<file path="src/cpf_pkg.sv">
// Constants, types and field layout for the command packet framer.
// Assumes a byte stream from the USB endpoint logic, one byte per valid/ready beat.
// Operation
// - Normal packet: one command word plus zero to seven data words.
// - Extended packet: three command words plus zero to 125 data words.
// - Normal byte 1: target bit 7, command number bits 6-3, word count bits 2-0.
// - Normal byte 0 is the 8-bit sum of bytes 1 to packet end.
// - Command bits 6-3 all ones mark an extended packet, else normal.
// - Extended 16-bit sum covers byte 6 onward, carried low byte first in bytes 4-5.
// - Extended byte 0 is the 8-bit sum over header bytes 1 to 5.
// - Sums are one's-complement: each carry out is added back in.
// - 8-bit sum folds high byte into low byte, twice.
// - Target bit is accepted either way and changes nothing.
// - Multi-byte parameters are least significant byte first.
// - Update-select mask bit set overwrites parameter; clear bit only reads back.
// - Analog channel select is 16 bits; bit n acquires input n.
// - Line update mask bit set applies direction and state; clear bit only reads.
// - Line n maps to bit n; direction one is output, zero is input.
// - Any checksum mismatch replies B8 B8 and discards the command.
package cpf_pkg;
  localparam logic [3:0]  CPF_EXT_CMD       = 4'hF;
  localparam int          CPF_CMD_MSB       = 6;
  localparam int          CPF_CMD_LSB       = 3;
  localparam int          CPF_WCNT_MSB      = 2;
  localparam int          CPF_TARGET_BIT    = 7;
  localparam logic [7:0]  CPF_BAD_SUM_BYTE  = 8'hB8;
  localparam logic [7:0]  CPF_NORM_HDR_LEN  = 8'h02;
  localparam logic [7:0]  CPF_EXT_HDR_LEN   = 8'h06;
  localparam logic [7:0]  CPF_EXT_MAX_WORDS = 8'h7D;
  localparam logic [7:0]  CPF_IDX_EXT_WCNT  = 8'h02;
  localparam logic [7:0]  CPF_IDX_EXT_CMD   = 8'h03;
  localparam logic [7:0]  CPF_IDX_SUM16_LO  = 8'h04;
  localparam logic [7:0]  CPF_IDX_SUM16_HI  = 8'h05;
  localparam logic [15:0] CPF_SUM_RESET     = 16'h0000;
  localparam logic [7:0]  CPF_BYTE_RESET    = 8'h00;
  localparam logic [15:0] CPF_AIN_RESET     = 16'h0000;
  localparam logic [7:0]  CPF_LINE_RESET    = 8'h00;
  localparam int          CPF_FIFO_DEPTH    = 4;

  typedef enum logic [2:0] {
    CPF_IDLE  = 3'b000,
    CPF_HDR   = 3'b001,
    CPF_DATA  = 3'b011,
    CPF_CHECK = 3'b010,
    CPF_BAD0  = 3'b110,
    CPF_BAD1  = 3'b111
  } cpf_state_type;
endpackage : cpf_pkg

</file>
<file path="src/cpf_stream_if.sv">
// Byte stream carrier between the framer's own modules.
// Assumes a single clock shared by both ends.
`timescale 1ns/1ns
interface cpf_stream_if #(parameter int WIDTH = 8);
  logic             valid;
  logic             ready;
  logic [WIDTH-1:0] data;
  modport src (output valid, output data, input ready);
  modport snk (input valid, input data, output ready);
endinterface : cpf_stream_if

</file>
<file path="src/cpf_framer.sv">
// Command packet framer: splits the host byte stream into packets, checks sums,
// and applies the masked parameter updates of an accepted packet.
// Assumes the USB endpoint logic delivers bytes on i_clk with valid/ready.
`timescale 1ns/1ns
module cpf_framer #(
  parameter int DEPTH = cpf_pkg::CPF_FIFO_DEPTH
) (
  input  wire logic        i_clk,
  input  wire logic        i_arst_n,
  input  wire logic        i_rx_valid,
  output logic             o_rx_ready,
  input  wire logic [7:0]  i_rx_data,
  output logic             o_tx_valid,
  input  wire logic        i_tx_ready,
  output logic [7:0]       o_tx_data,
  output logic             o_pkt_ok,
  output logic             o_pkt_bad,
  output logic             o_pkt_ext,
  output logic [7:0]       o_pkt_cmd,
  output logic [7:0]       o_pkt_words,
  output logic             o_pkt_target,
  input  wire logic        i_apply,
  input  wire logic [7:0]  i_update_select_mask,
  input  wire logic [15:0] i_analog_value,
  input  wire logic [7:0]  i_line_update_mask,
  input  wire logic [7:0]  i_line_direction_byte,
  input  wire logic [7:0]  i_line_state_byte,
  output logic [15:0]      o_analog_channel_select,
  output logic [7:0]       o_line_dir,
  output logic [7:0]       o_line_out
);
  import cpf_pkg::*;

  typedef struct packed {
    cpf_state_type st;
    logic [7:0]    idx;
    logic [7:0]    len;
    logic          ext;
    logic [7:0]    cmd;
    logic [7:0]    words;
    logic          target;
    logic [7:0]    sum8_rx;
    logic [15:0]   sum16_rx;
    logic [15:0]   acc8;
    logic [15:0]   acc16;
    logic          ok;
    logic          bad;
    logic [7:0]    tx_data;
    logic [15:0]   ain_sel;
    logic [7:0]    dir;
    logic [7:0]    outv;
    logic [1:0]    sent;
  } cpf_frm_st_type;

  cpf_frm_st_type st_reg;
  cpf_frm_st_type st_next;
  logic           take;
  logic [7:0]     byte_in;
  logic [7:0]     fold8;
  logic           sums_ok;

  cpf_stream_if #(.WIDTH(8)) rx_in ();
  cpf_stream_if #(.WIDTH(8)) rx_buf ();

  assign rx_in.valid = i_rx_valid;
  assign rx_in.data  = i_rx_data;
  assign o_rx_ready  = rx_in.ready;

  cpf_fifo #(.WIDTH(8), .DEPTH(DEPTH)) u_fifo (
    .i_clk    (i_clk),
    .i_arst_n (i_arst_n),
    .s_in     (rx_in),
    .s_out    (rx_buf)
  );

  // One's-complement add of one byte into a 16-bit accumulator
  function automatic logic [15:0] oc_add(input logic [15:0] a, input logic [7:0] b);
    logic [16:0] s;
    s = {1'b0, a} + {9'h000, b};
    return s[15:0] + {15'h0000, s[16]};
  endfunction : oc_add

  // Two folds of high byte into low byte give the 8-bit sum
  function automatic logic [7:0] fold(input logic [15:0] a);
    logic [15:0] f;
    f = {8'h00, a[15:8]} + {8'h00, a[7:0]};
    f = {8'h00, f[15:8]} + {8'h00, f[7:0]};
    return f[7:0];
  endfunction : fold

  // Command bits all ones select the extended layout
  function automatic logic is_ext_cmd(input logic [7:0] b);
    return (b[CPF_CMD_MSB:CPF_CMD_LSB] == CPF_EXT_CMD);
  endfunction : is_ext_cmd

  // Header plus two bytes a word; the 125-word maximum wraps to zero together with the index
  function automatic logic [7:0] pkt_len(input logic ext, input logic [6:0] words);
    return 8'((ext ? CPF_EXT_HDR_LEN : CPF_NORM_HDR_LEN) + {words, 1'b0});
  endfunction : pkt_len

  assign byte_in      = rx_buf.data;
  assign take         = rx_buf.valid && rx_buf.ready;
  assign rx_buf.ready = (st_reg.st == CPF_IDLE) || (st_reg.st == CPF_HDR) || (st_reg.st == CPF_DATA);
  assign fold8        = fold(st_reg.acc8);
  assign sums_ok      = (fold8 == st_reg.sum8_rx) && (!st_reg.ext || st_reg.acc16 == st_reg.sum16_rx);

  always_comb begin
    st_next     = st_reg;
    st_next.ok  = 1'b0;
    st_next.bad = 1'b0;
    case (st_reg.st)
      CPF_IDLE: begin
        if (take) begin
          st_next.sum8_rx = byte_in;
          st_next.acc8    = CPF_SUM_RESET;
          st_next.acc16   = CPF_SUM_RESET;
          st_next.idx     = 8'h01;
          st_next.st      = CPF_HDR;
        end
      end
      CPF_HDR: begin
        if (take) begin
          st_next.idx = st_reg.idx + 8'h01;
          if (st_reg.idx == 8'h01) begin
            st_next.acc8   = oc_add(st_reg.acc8, byte_in);
            st_next.target = byte_in[CPF_TARGET_BIT];
            st_next.ext    = is_ext_cmd(byte_in);
            st_next.cmd    = {4'h0, byte_in[CPF_CMD_MSB:CPF_CMD_LSB]};
            st_next.words  = {5'h00, byte_in[CPF_WCNT_MSB:0]};
            if (!is_ext_cmd(byte_in)) begin
              st_next.len = pkt_len(1'b0, {4'h0, byte_in[CPF_WCNT_MSB:0]});
              st_next.st  = (byte_in[CPF_WCNT_MSB:0] == 3'h0) ? CPF_CHECK : CPF_DATA;
            end
          end else begin
            st_next.acc8 = oc_add(st_reg.acc8, byte_in);
            if (st_reg.idx == CPF_IDX_EXT_WCNT) begin
              st_next.words = (byte_in > CPF_EXT_MAX_WORDS) ? CPF_EXT_MAX_WORDS : byte_in;
            end
            if (st_reg.idx == CPF_IDX_EXT_CMD) begin
              st_next.cmd = byte_in;
            end
            if (st_reg.idx == CPF_IDX_SUM16_LO) begin
              st_next.sum16_rx[7:0] = byte_in;
            end
            if (st_reg.idx == CPF_IDX_SUM16_HI) begin
              st_next.sum16_rx[15:8] = byte_in;
              st_next.len = pkt_len(1'b1, st_reg.words[6:0]);
              st_next.st  = (st_reg.words == 8'h00) ? CPF_CHECK : CPF_DATA;
            end
          end
        end
      end
      CPF_DATA: begin
        if (take) begin
          st_next.idx = st_reg.idx + 8'h01;
          if (st_reg.ext) begin
            st_next.acc16 = oc_add(st_reg.acc16, byte_in);
          end else begin
            st_next.acc8 = oc_add(st_reg.acc8, byte_in);
          end
          if (st_reg.idx + 8'h01 == st_reg.len) begin
            st_next.st = CPF_CHECK;
          end
        end
      end
      CPF_CHECK: begin
        if (sums_ok) begin
          st_next.ok = 1'b1;
          st_next.st = CPF_IDLE;
          if (i_apply) begin
            st_next.ain_sel = i_analog_value;
            for (int n = 0; n < 8; n++) begin
              if (i_line_update_mask[n]) begin
                st_next.dir[n]  = i_line_direction_byte[n];
                st_next.outv[n] = i_line_state_byte[n];
              end
            end
            if (!i_update_select_mask[0]) begin
              st_next.ain_sel = st_reg.ain_sel;
            end
          end
        end else begin
          st_next.bad     = 1'b1;
          st_next.tx_data = CPF_BAD_SUM_BYTE;
          st_next.st      = CPF_BAD0;
          st_next.sent    = 2'h0;
        end
      end
      CPF_BAD0: begin
        if (i_tx_ready) begin
          st_next.st   = CPF_BAD1;
          st_next.sent = st_reg.sent + 2'h1;
        end
      end
      CPF_BAD1: begin
        if (i_tx_ready) begin
          st_next.st   = CPF_IDLE;
          st_next.sent = st_reg.sent + 2'h1;
        end
      end
      default: begin
        st_next.st = CPF_IDLE;
      end
    endcase
  end

  always_ff @(posedge i_clk or negedge i_arst_n) begin
    if (!i_arst_n) begin
      st_reg         <= '0;
      st_reg.st      <= CPF_IDLE;
      st_reg.tx_data <= CPF_BYTE_RESET;
      st_reg.ain_sel <= CPF_AIN_RESET;
      st_reg.dir     <= CPF_LINE_RESET;
      st_reg.outv    <= CPF_LINE_RESET;
    end else begin
      st_reg <= st_next;
    end
  end

  assign o_tx_valid              = (st_reg.st == CPF_BAD0) || (st_reg.st == CPF_BAD1);
  assign o_tx_data               = st_reg.tx_data;
  assign o_pkt_ok                = st_reg.ok;
  assign o_pkt_bad               = st_reg.bad;
  assign o_pkt_ext               = st_reg.ext;
  assign o_pkt_cmd               = st_reg.cmd;
  assign o_pkt_words             = st_reg.words;
  assign o_pkt_target            = st_reg.target;
  assign o_analog_channel_select = st_reg.ain_sel;
  assign o_line_dir              = st_reg.dir;
  assign o_line_out              = st_reg.outv;
endmodule : cpf_framer

</file>
<file path="src/cpf_fifo.sv">
// Small first-in first-out buffer for the incoming packet bytes.
// Assumes one clock; source and sink on the same domain.
`timescale 1ns/1ns
module cpf_fifo #(
  parameter int WIDTH = 8,
  parameter int DEPTH = 4
) (
  input  wire logic  i_clk,
  input  wire logic  i_arst_n,
  cpf_stream_if.snk  s_in,
  cpf_stream_if.src  s_out
);
  import cpf_pkg::*;
  localparam int AW = $clog2(DEPTH);
  typedef struct packed {
    logic [AW-1:0] wp;
    logic [AW-1:0] rp;
    logic [AW:0]   cnt;
  } cpf_fifo_st_type;
  cpf_fifo_st_type  st_reg;
  cpf_fifo_st_type  st_next;
  logic [WIDTH-1:0] mem [DEPTH];
  logic             push;
  logic             pop;

  assign s_in.ready  = (st_reg.cnt != (AW+1)'(DEPTH));
  assign s_out.valid = (st_reg.cnt != '0);
  assign s_out.data  = mem[st_reg.rp];
  assign push        = s_in.valid && s_in.ready;
  assign pop         = s_out.valid && s_out.ready;

  always_comb begin
    st_next = st_reg;
    if (push) begin
      st_next.wp = (st_reg.wp == AW'(DEPTH-1)) ? '0 : st_reg.wp + 1'b1;
    end
    if (pop) begin
      st_next.rp = (st_reg.rp == AW'(DEPTH-1)) ? '0 : st_reg.rp + 1'b1;
    end
    if (push && !pop) begin
      st_next.cnt = st_reg.cnt + 1'b1;
    end else if (pop && !push) begin
      st_next.cnt = st_reg.cnt - 1'b1;
    end
  end

  always_ff @(posedge i_clk or negedge i_arst_n) begin
    if (!i_arst_n) begin
      st_reg <= '0;
    end else begin
      st_reg <= st_next;
    end
  end

  // Memory has no reset; its output at rp is taken only while the count is nonzero
  always_ff @(posedge i_clk) begin
    if (push) begin
      mem[st_reg.wp] <= s_in.data;
    end
  end
endmodule : cpf_fifo

</file>
<file path="config.mk">
export PLATFORM = sky130hd
export DESIGN_NAME = cpf_framer
export DESIGN_NICKNAME = d
export VERILOG_FILES = /design/src/cpf_pkg.sv /design/src/cpf_stream_if.sv /design/src/cpf_framer.sv /design/src/cpf_fifo.sv
export SDC_FILE = /design/constraint.sdc
export NUM_CORES = 1
export LEC_CHECK = 0
export CORE_MARGIN = 4
export CORE_UTILIZATION = 42
export CTS_CLUSTER_SIZE = 20
export DETAILED_ROUTE_END_ITERATION = 6
export DONT_BUFFER_PORTS = 1
export GPL_TIMING_DRIVEN = 1
export PLACE_DENSITY = 0.58
export SYNTH_ARGS = -nofsm -noshare
export SYNTH_HDL_FRONTEND = slang
export SYNTH_SLANG_ARGS = --single-unit
</file>
<file path="constraint.sdc">
create_clock -name i_clk -period 13.9 [get_ports i_clk]
set_input_delay 3.475 -clock i_clk [delete_from_list [all_inputs] [get_ports i_clk]]
set_output_delay 3.475 -clock i_clk [all_outputs]
set_load 0.02 [all_outputs]
</file>
**After elaboration in Yosys (flattened, before gate mapping)**

Memory sizes are Yosys's and may differ from the RTL's.
Cells that the tools add are included.

- Memories kept: 1
- Input bits: 61
- Memory bits (read-only): 0
- Output and inout port bits: 62
- Bits in latches: 0
- Logic and storage cells: 181
- Bits in writable memories: 32
- Bits in registers: 135

Memories:

| memory | depth | bits a word | read ports | clocked after Yosys merged registers in | wr ports | RTL line | text |
|---|---|---|---|---|---|---|---|
| u_fifo.mem | 4 | 8 | 1 | 0 | 1 | cpf_fifo.sv:22 | `logic [WIDTH-1:0] mem [DEPTH];` |

- Reduce and logical (&&, ||, !) cells: 43
- $add $sub $neg: 13
- Mux-type cells: 58
- Multiply operators: 0
- Divide/modulo/power cells: 0
- Bitwise logic cells: 2
- Equality and inequality tests: 28
- Shift operators: 0
- $lt $le $gt $ge: 1

Operators by type and width:

| cell | count |
|---|---|
| $mux W32 | 4 |
| $mux W16 | 5 |
| $reduce_and A4 Y1 | 14 |
| $mux W8 | 6 |
| $pmux W16 S3 | 1 |
| $mux W42 | 1 |
| $mux W37 | 1 |
| $add A16 B8 Y17 | 2 |
| $add A16 B1 Y16 | 2 |
| $pmux W16 S2 | 1 |
| $mux W3 | 9 |
| $pmux W8 S3 | 1 |
| $mux W1 | 23 |
| $mux W11 | 2 |
| $pmux W3 S6 | 1 |
| $eq A16 B16 Y1 | 1 |
| $eq A8 B2 Y1 const B | 2 |
| $eq A8 B3 Y1 const B | 2 |
| $eq A8 B8 Y1 | 2 |
| $ne A2 B2 Y1 const B | 5 |
| $reduce_bool A2 Y1 | 5 |
| $add A8 B8 Y9 | 1 |
| $mux W9 | 1 |
| $reduce_and A3 Y1 | 3 |
| 28 further kinds | 50 |

**Depth between registers and ports, before layout**

- Word-level depth: 7
- Mapped depth: 18
- Gate-level depth less buffers: 17

**Hierarchy**

A second synthesis with hierarchy kept.

- Cell total of the unflattened synthesis: 1,017
- Area total of the unflattened synthesis: 10,317.4 um2

Modules (own cells, without submodules):

| module | instances | cells each | area each (um2) |
|---|---|---|---|
| cpf_framer | 1 | 939 | 8,723.4 |
| cpf_fifo | 1 | 78 | 1,594.0 |

**Worst setup path after synthesis**

No wires, ideal clock.

- Path type: input to register
- From: input i_rx_valid
- To: register u_fifo.st_reg[2] in the netlist's numbering
- Data required time: 13.821 ns
- Library setup time: 0.079 ns
- Path slack: 9.165 ns
- Data arrival time: 4.655 ns
- Stages: 7
- Path through: and2_0 ha_1 inv_1 fa_1 xor2_1 nor2_1 xor2_1

- Longest elaborated chain between the ends: 4
- Elaborated cells on any way between the ends: 6
- Classes of those cells: mux: 1; reduce/logical: 5

RTL lines:

| element | RTL line | text |
|---|---|---|
| start, declared | cpf_framer.sv:10 | `input wire logic i_rx_valid,` |
| $logic_and A1 B1 Y1 * | cpf_fifo.sv:29 | `assign push = s_in.valid && s_in.ready;` |
| $logic_not A1 Y1 | cpf_fifo.sv:42 | `end else if (pop && !push) begin` |
| $logic_and A1 B1 Y1 | cpf_fifo.sv:42 |  |
| $reduce_bool A2 Y1 (no line) | - |  |
| end signal, assigned | cpf_fifo.sv:51 | `st_reg <= st_next;` |
| end, declared | cpf_fifo.sv:20 | `cpf_fifo_st_type st_reg;` |

Every way passes the cells marked *; elsewhere a longest branch is shown, timed or not.
A chain may end at the register's enable or synchronous reset.

**Worst setup path in the final report**

- From: register u_fifo.st_reg[3] in the netlist's numbering
- To: register st_reg[56] in the netlist's numbering

- Longest elaborated chain between the ends: 6

RTL lines:

| element | RTL line | text |
|---|---|---|
| $mem_v2 Z4 W8 | - |  |
| named net byte_in[0] | cpf_framer.sv:58 | `logic [7:0] byte_in;` |
| $add A16 B8 Y17 | cpf_framer.sv:79 | `s = {1'b0, a} + {9'h000, b};` |
| $add A16 B1 Y16 | cpf_framer.sv:80 | `return s[15:0] + {15'h0000, s[16]};` |
| $mux W16 | cpf_framer.sv:156 | `if (st_reg.ext) begin` |
| $mux W32 | cpf_framer.sv:154 | `if (take) begin` |
| $pmux W16 S2 | cpf_framer.sv:111 | `case (st_reg.st)` |
| end signal, assigned | cpf_framer.sv:216 | `st_reg <= st_next;` |
| end, declared | cpf_framer.sv:55 | `cpf_frm_st_type st_reg;` |

The timed path passes the listed nets, and every way through them passes these cells. The select of a mux whose other input is x is not followed.

==> metrics.yaml <==
max_clock_freq_mhz: 181
netlist-cell-type-count: 85
io_pins: 123
ctsLongestPathBuffers: 2
yosysMostFrequentCell: "dfrtp_1"
crit_top_cell: "ha_1"
crit_arrival_ns: 5.91
cts_setup_buffers: 0
netlist_area_sq_um: 10500
ys_async_sr_fraction_pct: 80.7
synth_top_family_by_area: "simple AND/OR/NAND/NOR gates"
grt_max_degree: 135
slowest_stage: "dfrtp_1"
ys.flop_type: "dfrtp_1"
grt_usage_pct: 18.0
synth_compound_area_share_pct: 15.0
cts_made_buffers: 17
yosysTopAreaCell: "dfrtp_1"
drt_iter0_drc: 486
yosys-top-cells-count: "134 x dfrtp_1, 95 x nand2_1, 68 x o21ai_0"
die_w_um: 166
viasPerCell: 5.63
h-tree-depth: 4
largest_reg_flops: 74
status: "finished, final reports clean"
tightest_slew_ns: 1.20
cts_tree: "yes"
port_buffers: 0
stdcell_count: 1306
placed_area_sq_um: 10300
met1_usage_pct: 26.3
ir_drop_v: 0.000104
grt_pass1_wl_um: 40300
tns_ns: 0
cp_max_fo: 11
critical_path_required_ns: 14.27
clock_skew_ns: 0.0153
routedWlPerCell_um: 18.9
syn_inst: 1039
drtAntennaViolNets: 0
cts.clk_slew.worst_paths_ns: 0.08
hold_viol_final: 0
finish.utilization_pct: 44.7
use_met3_pct: 4.48
period_share_pct: 39.8
hold_path_class: "reg2reg"
maxSlewViolCount: 0
cp-end-kind: "register"
grt_pass1_vias: 7156
core.rowCount: 57
cts_resized: 0
path_buf_inv: 1
slowest_delay_ns: 0.72
place_congestion: 0.844
slew_headroom_pct: 20.2
critPathLaunchType: "register"
grt-ovfl-total: 0
clock_latency_ns: 0.43
synth_area_leaders: "dfrtp_1 32%, edfxtp_1 9.2%, ha_1 5.4%"
yosys-mux-area-fraction_pct: 8.57
antenna_cells: 0
grt_use_met2_pct: 26.7
place_inst: 1274
hold_buffers: 0
seq_area_sq_um: 4310
stdcell_area_sq_um: 10900
hpwlAfterDp_um: 17600
synth-edff-count: 32
cp_cell_sequence: "mux4_2 > ha_1 > inv_1 > fa_1 > nor2b_1 > o221ai_1 > a211oi_2 > and4_1 > ha_1 > ha_1 > nand2_1 > nor3_1 > a21boi_0 > and3_1 > a21oi_1 > or3_1 > nand3_1"
drive_above_1_share_pct: 12.3
nNetsFinal: 1079
yosysWarnings: 0
cellLeakagePower_nw: 4.64
synth_top_cell_area_share_pct: 32.0
cap_violations: 0
syn_avg_cell_area_sq_um: 10.1
die_h_um: 166
yosys.area_share.simple_pct: 16.1
grt.busiest_layer: "met2"
wirelength_um: 24700
vias: 7347
ys_ff_latch: 166
drc: 0
dieArea_sq_um: 27500
rsz0062_at_grt: "no"
core_sq_um: 24400
drt-pass1-iter-count: 7
multi_input_area_sq_um: 5450
setup_viol: 0
synth_xor_area_share_pct: 6.07
clock_sinks: 166
initial_utilization_pct: 42.9
yosys.area_share.adder_pct: 6.14
antenna_found_initial: 0
cts_root_buf: "clkbuf_16"
syn_to_final_growth_pct: 4.18
p_per_area_nw_per_um2: 241
critPathTopFamily: "simple AND/OR/NAND/NOR gates"
ys_seq_area_share_pct: 41.2
power.total_mw: 2.63
min_period_ns: 5.54
critPathKind: "reg2reg"
final.fill_count: 2275
[path summary, 6_finish.rpt]
check,slack [ns],cells past startpoint,start,endpoint
worst max-delay path,8.36,17,u_fifo.st_reg[3],st_reg[56]
worst min-delay path,0.51,1,u_fifo.st_reg[2],u_fifo.st_reg[2]
worst max register to register,8.36,17,u_fifo.st_reg[3],st_reg[56]
worst min register to register,0.51,1,u_fifo.st_reg[2],u_fifo.st_reg[2]
max in group asynchronous,10.95,0,i_arst_n,st_reg[75]
min in group asynchronous,2.73,0,i_arst_n,st_reg[53]
[metrics by stage]
step                      setup WS, ns  hold slack [ns]
after detailed placement          8.35            0.496
final                             8.36            0.505
after floorplan                   9.17            0.451
after global placement            8.42            0.488
after global routing              7.90            0.517
after CTS                         8.33            0.505
[cell type report]
cell class / instances / area share, %
flip-flops and latches: 166 / 39.6
multi-input cells: 747 / 50.0
inverters: 35 / 1.20
clock buffers: 17 / 3.90
well taps: 324 / 3.72
clock inverters: 15 / 1.49
repair buffers: 2 / 0.138
[kinds of logic (layout without fill, tap and decap cells)]
family | count (synthesis) | after routing
XOR/XNOR | 70 | 70
AND/OR/NAND/NOR | 326 | 326
multiplexers | 69 | 69
flip-flops | 166 | 166
other | 1 | 4
buffers and inverters | 129 | 69
AO/OA/AOI/OAI | 229 | 229
adder cells (fa/ha/maj) | 49 | 49
[power breakdown]
group	switching (mW)	internal, mW	leakage [nW]
logic	0.804	0.527	2.29
registers	0.187	0.634	2.06
clock network	0.230	0.243	0.290
[placed cells by master (no fill, tap or decap), types with 5 or more instances in the layout]
cell and n:
a211oi_1 15, a21o_1 16, a21oi_1 30, a31oi_1 7
and2_1 8, and3_1 23, and4_1 7, clkbuf_16 17
dfrtp_1 134, edfxtp_1 32, ha_1 45, inv_1 35
inv_8 8, mux2_2 45, mux2_4 10, mux2i_1 6
mux4_2 8, nand2_1 95, nand3_1 43, nand3b_1 5
nand4_1 16, nor2_1 53, nor2b_1 6, nor3_1 20
nor3b_1 6, nor4_1 7, o21a_1 10, o21ai_0 68
o221ai_1 5, o31ai_1 15, or2_2 5, or3_1 14
xnor2_1 48, xor2_1 20
[routing by layer]
metal	vias up	part of all wire (%)
met5	-	0
met4	0	1.4
met3	17	6.0
met2	173	44
met1	3556	49
li1	3601	-
Note: power is estimated with default switching activity, not from simulation.
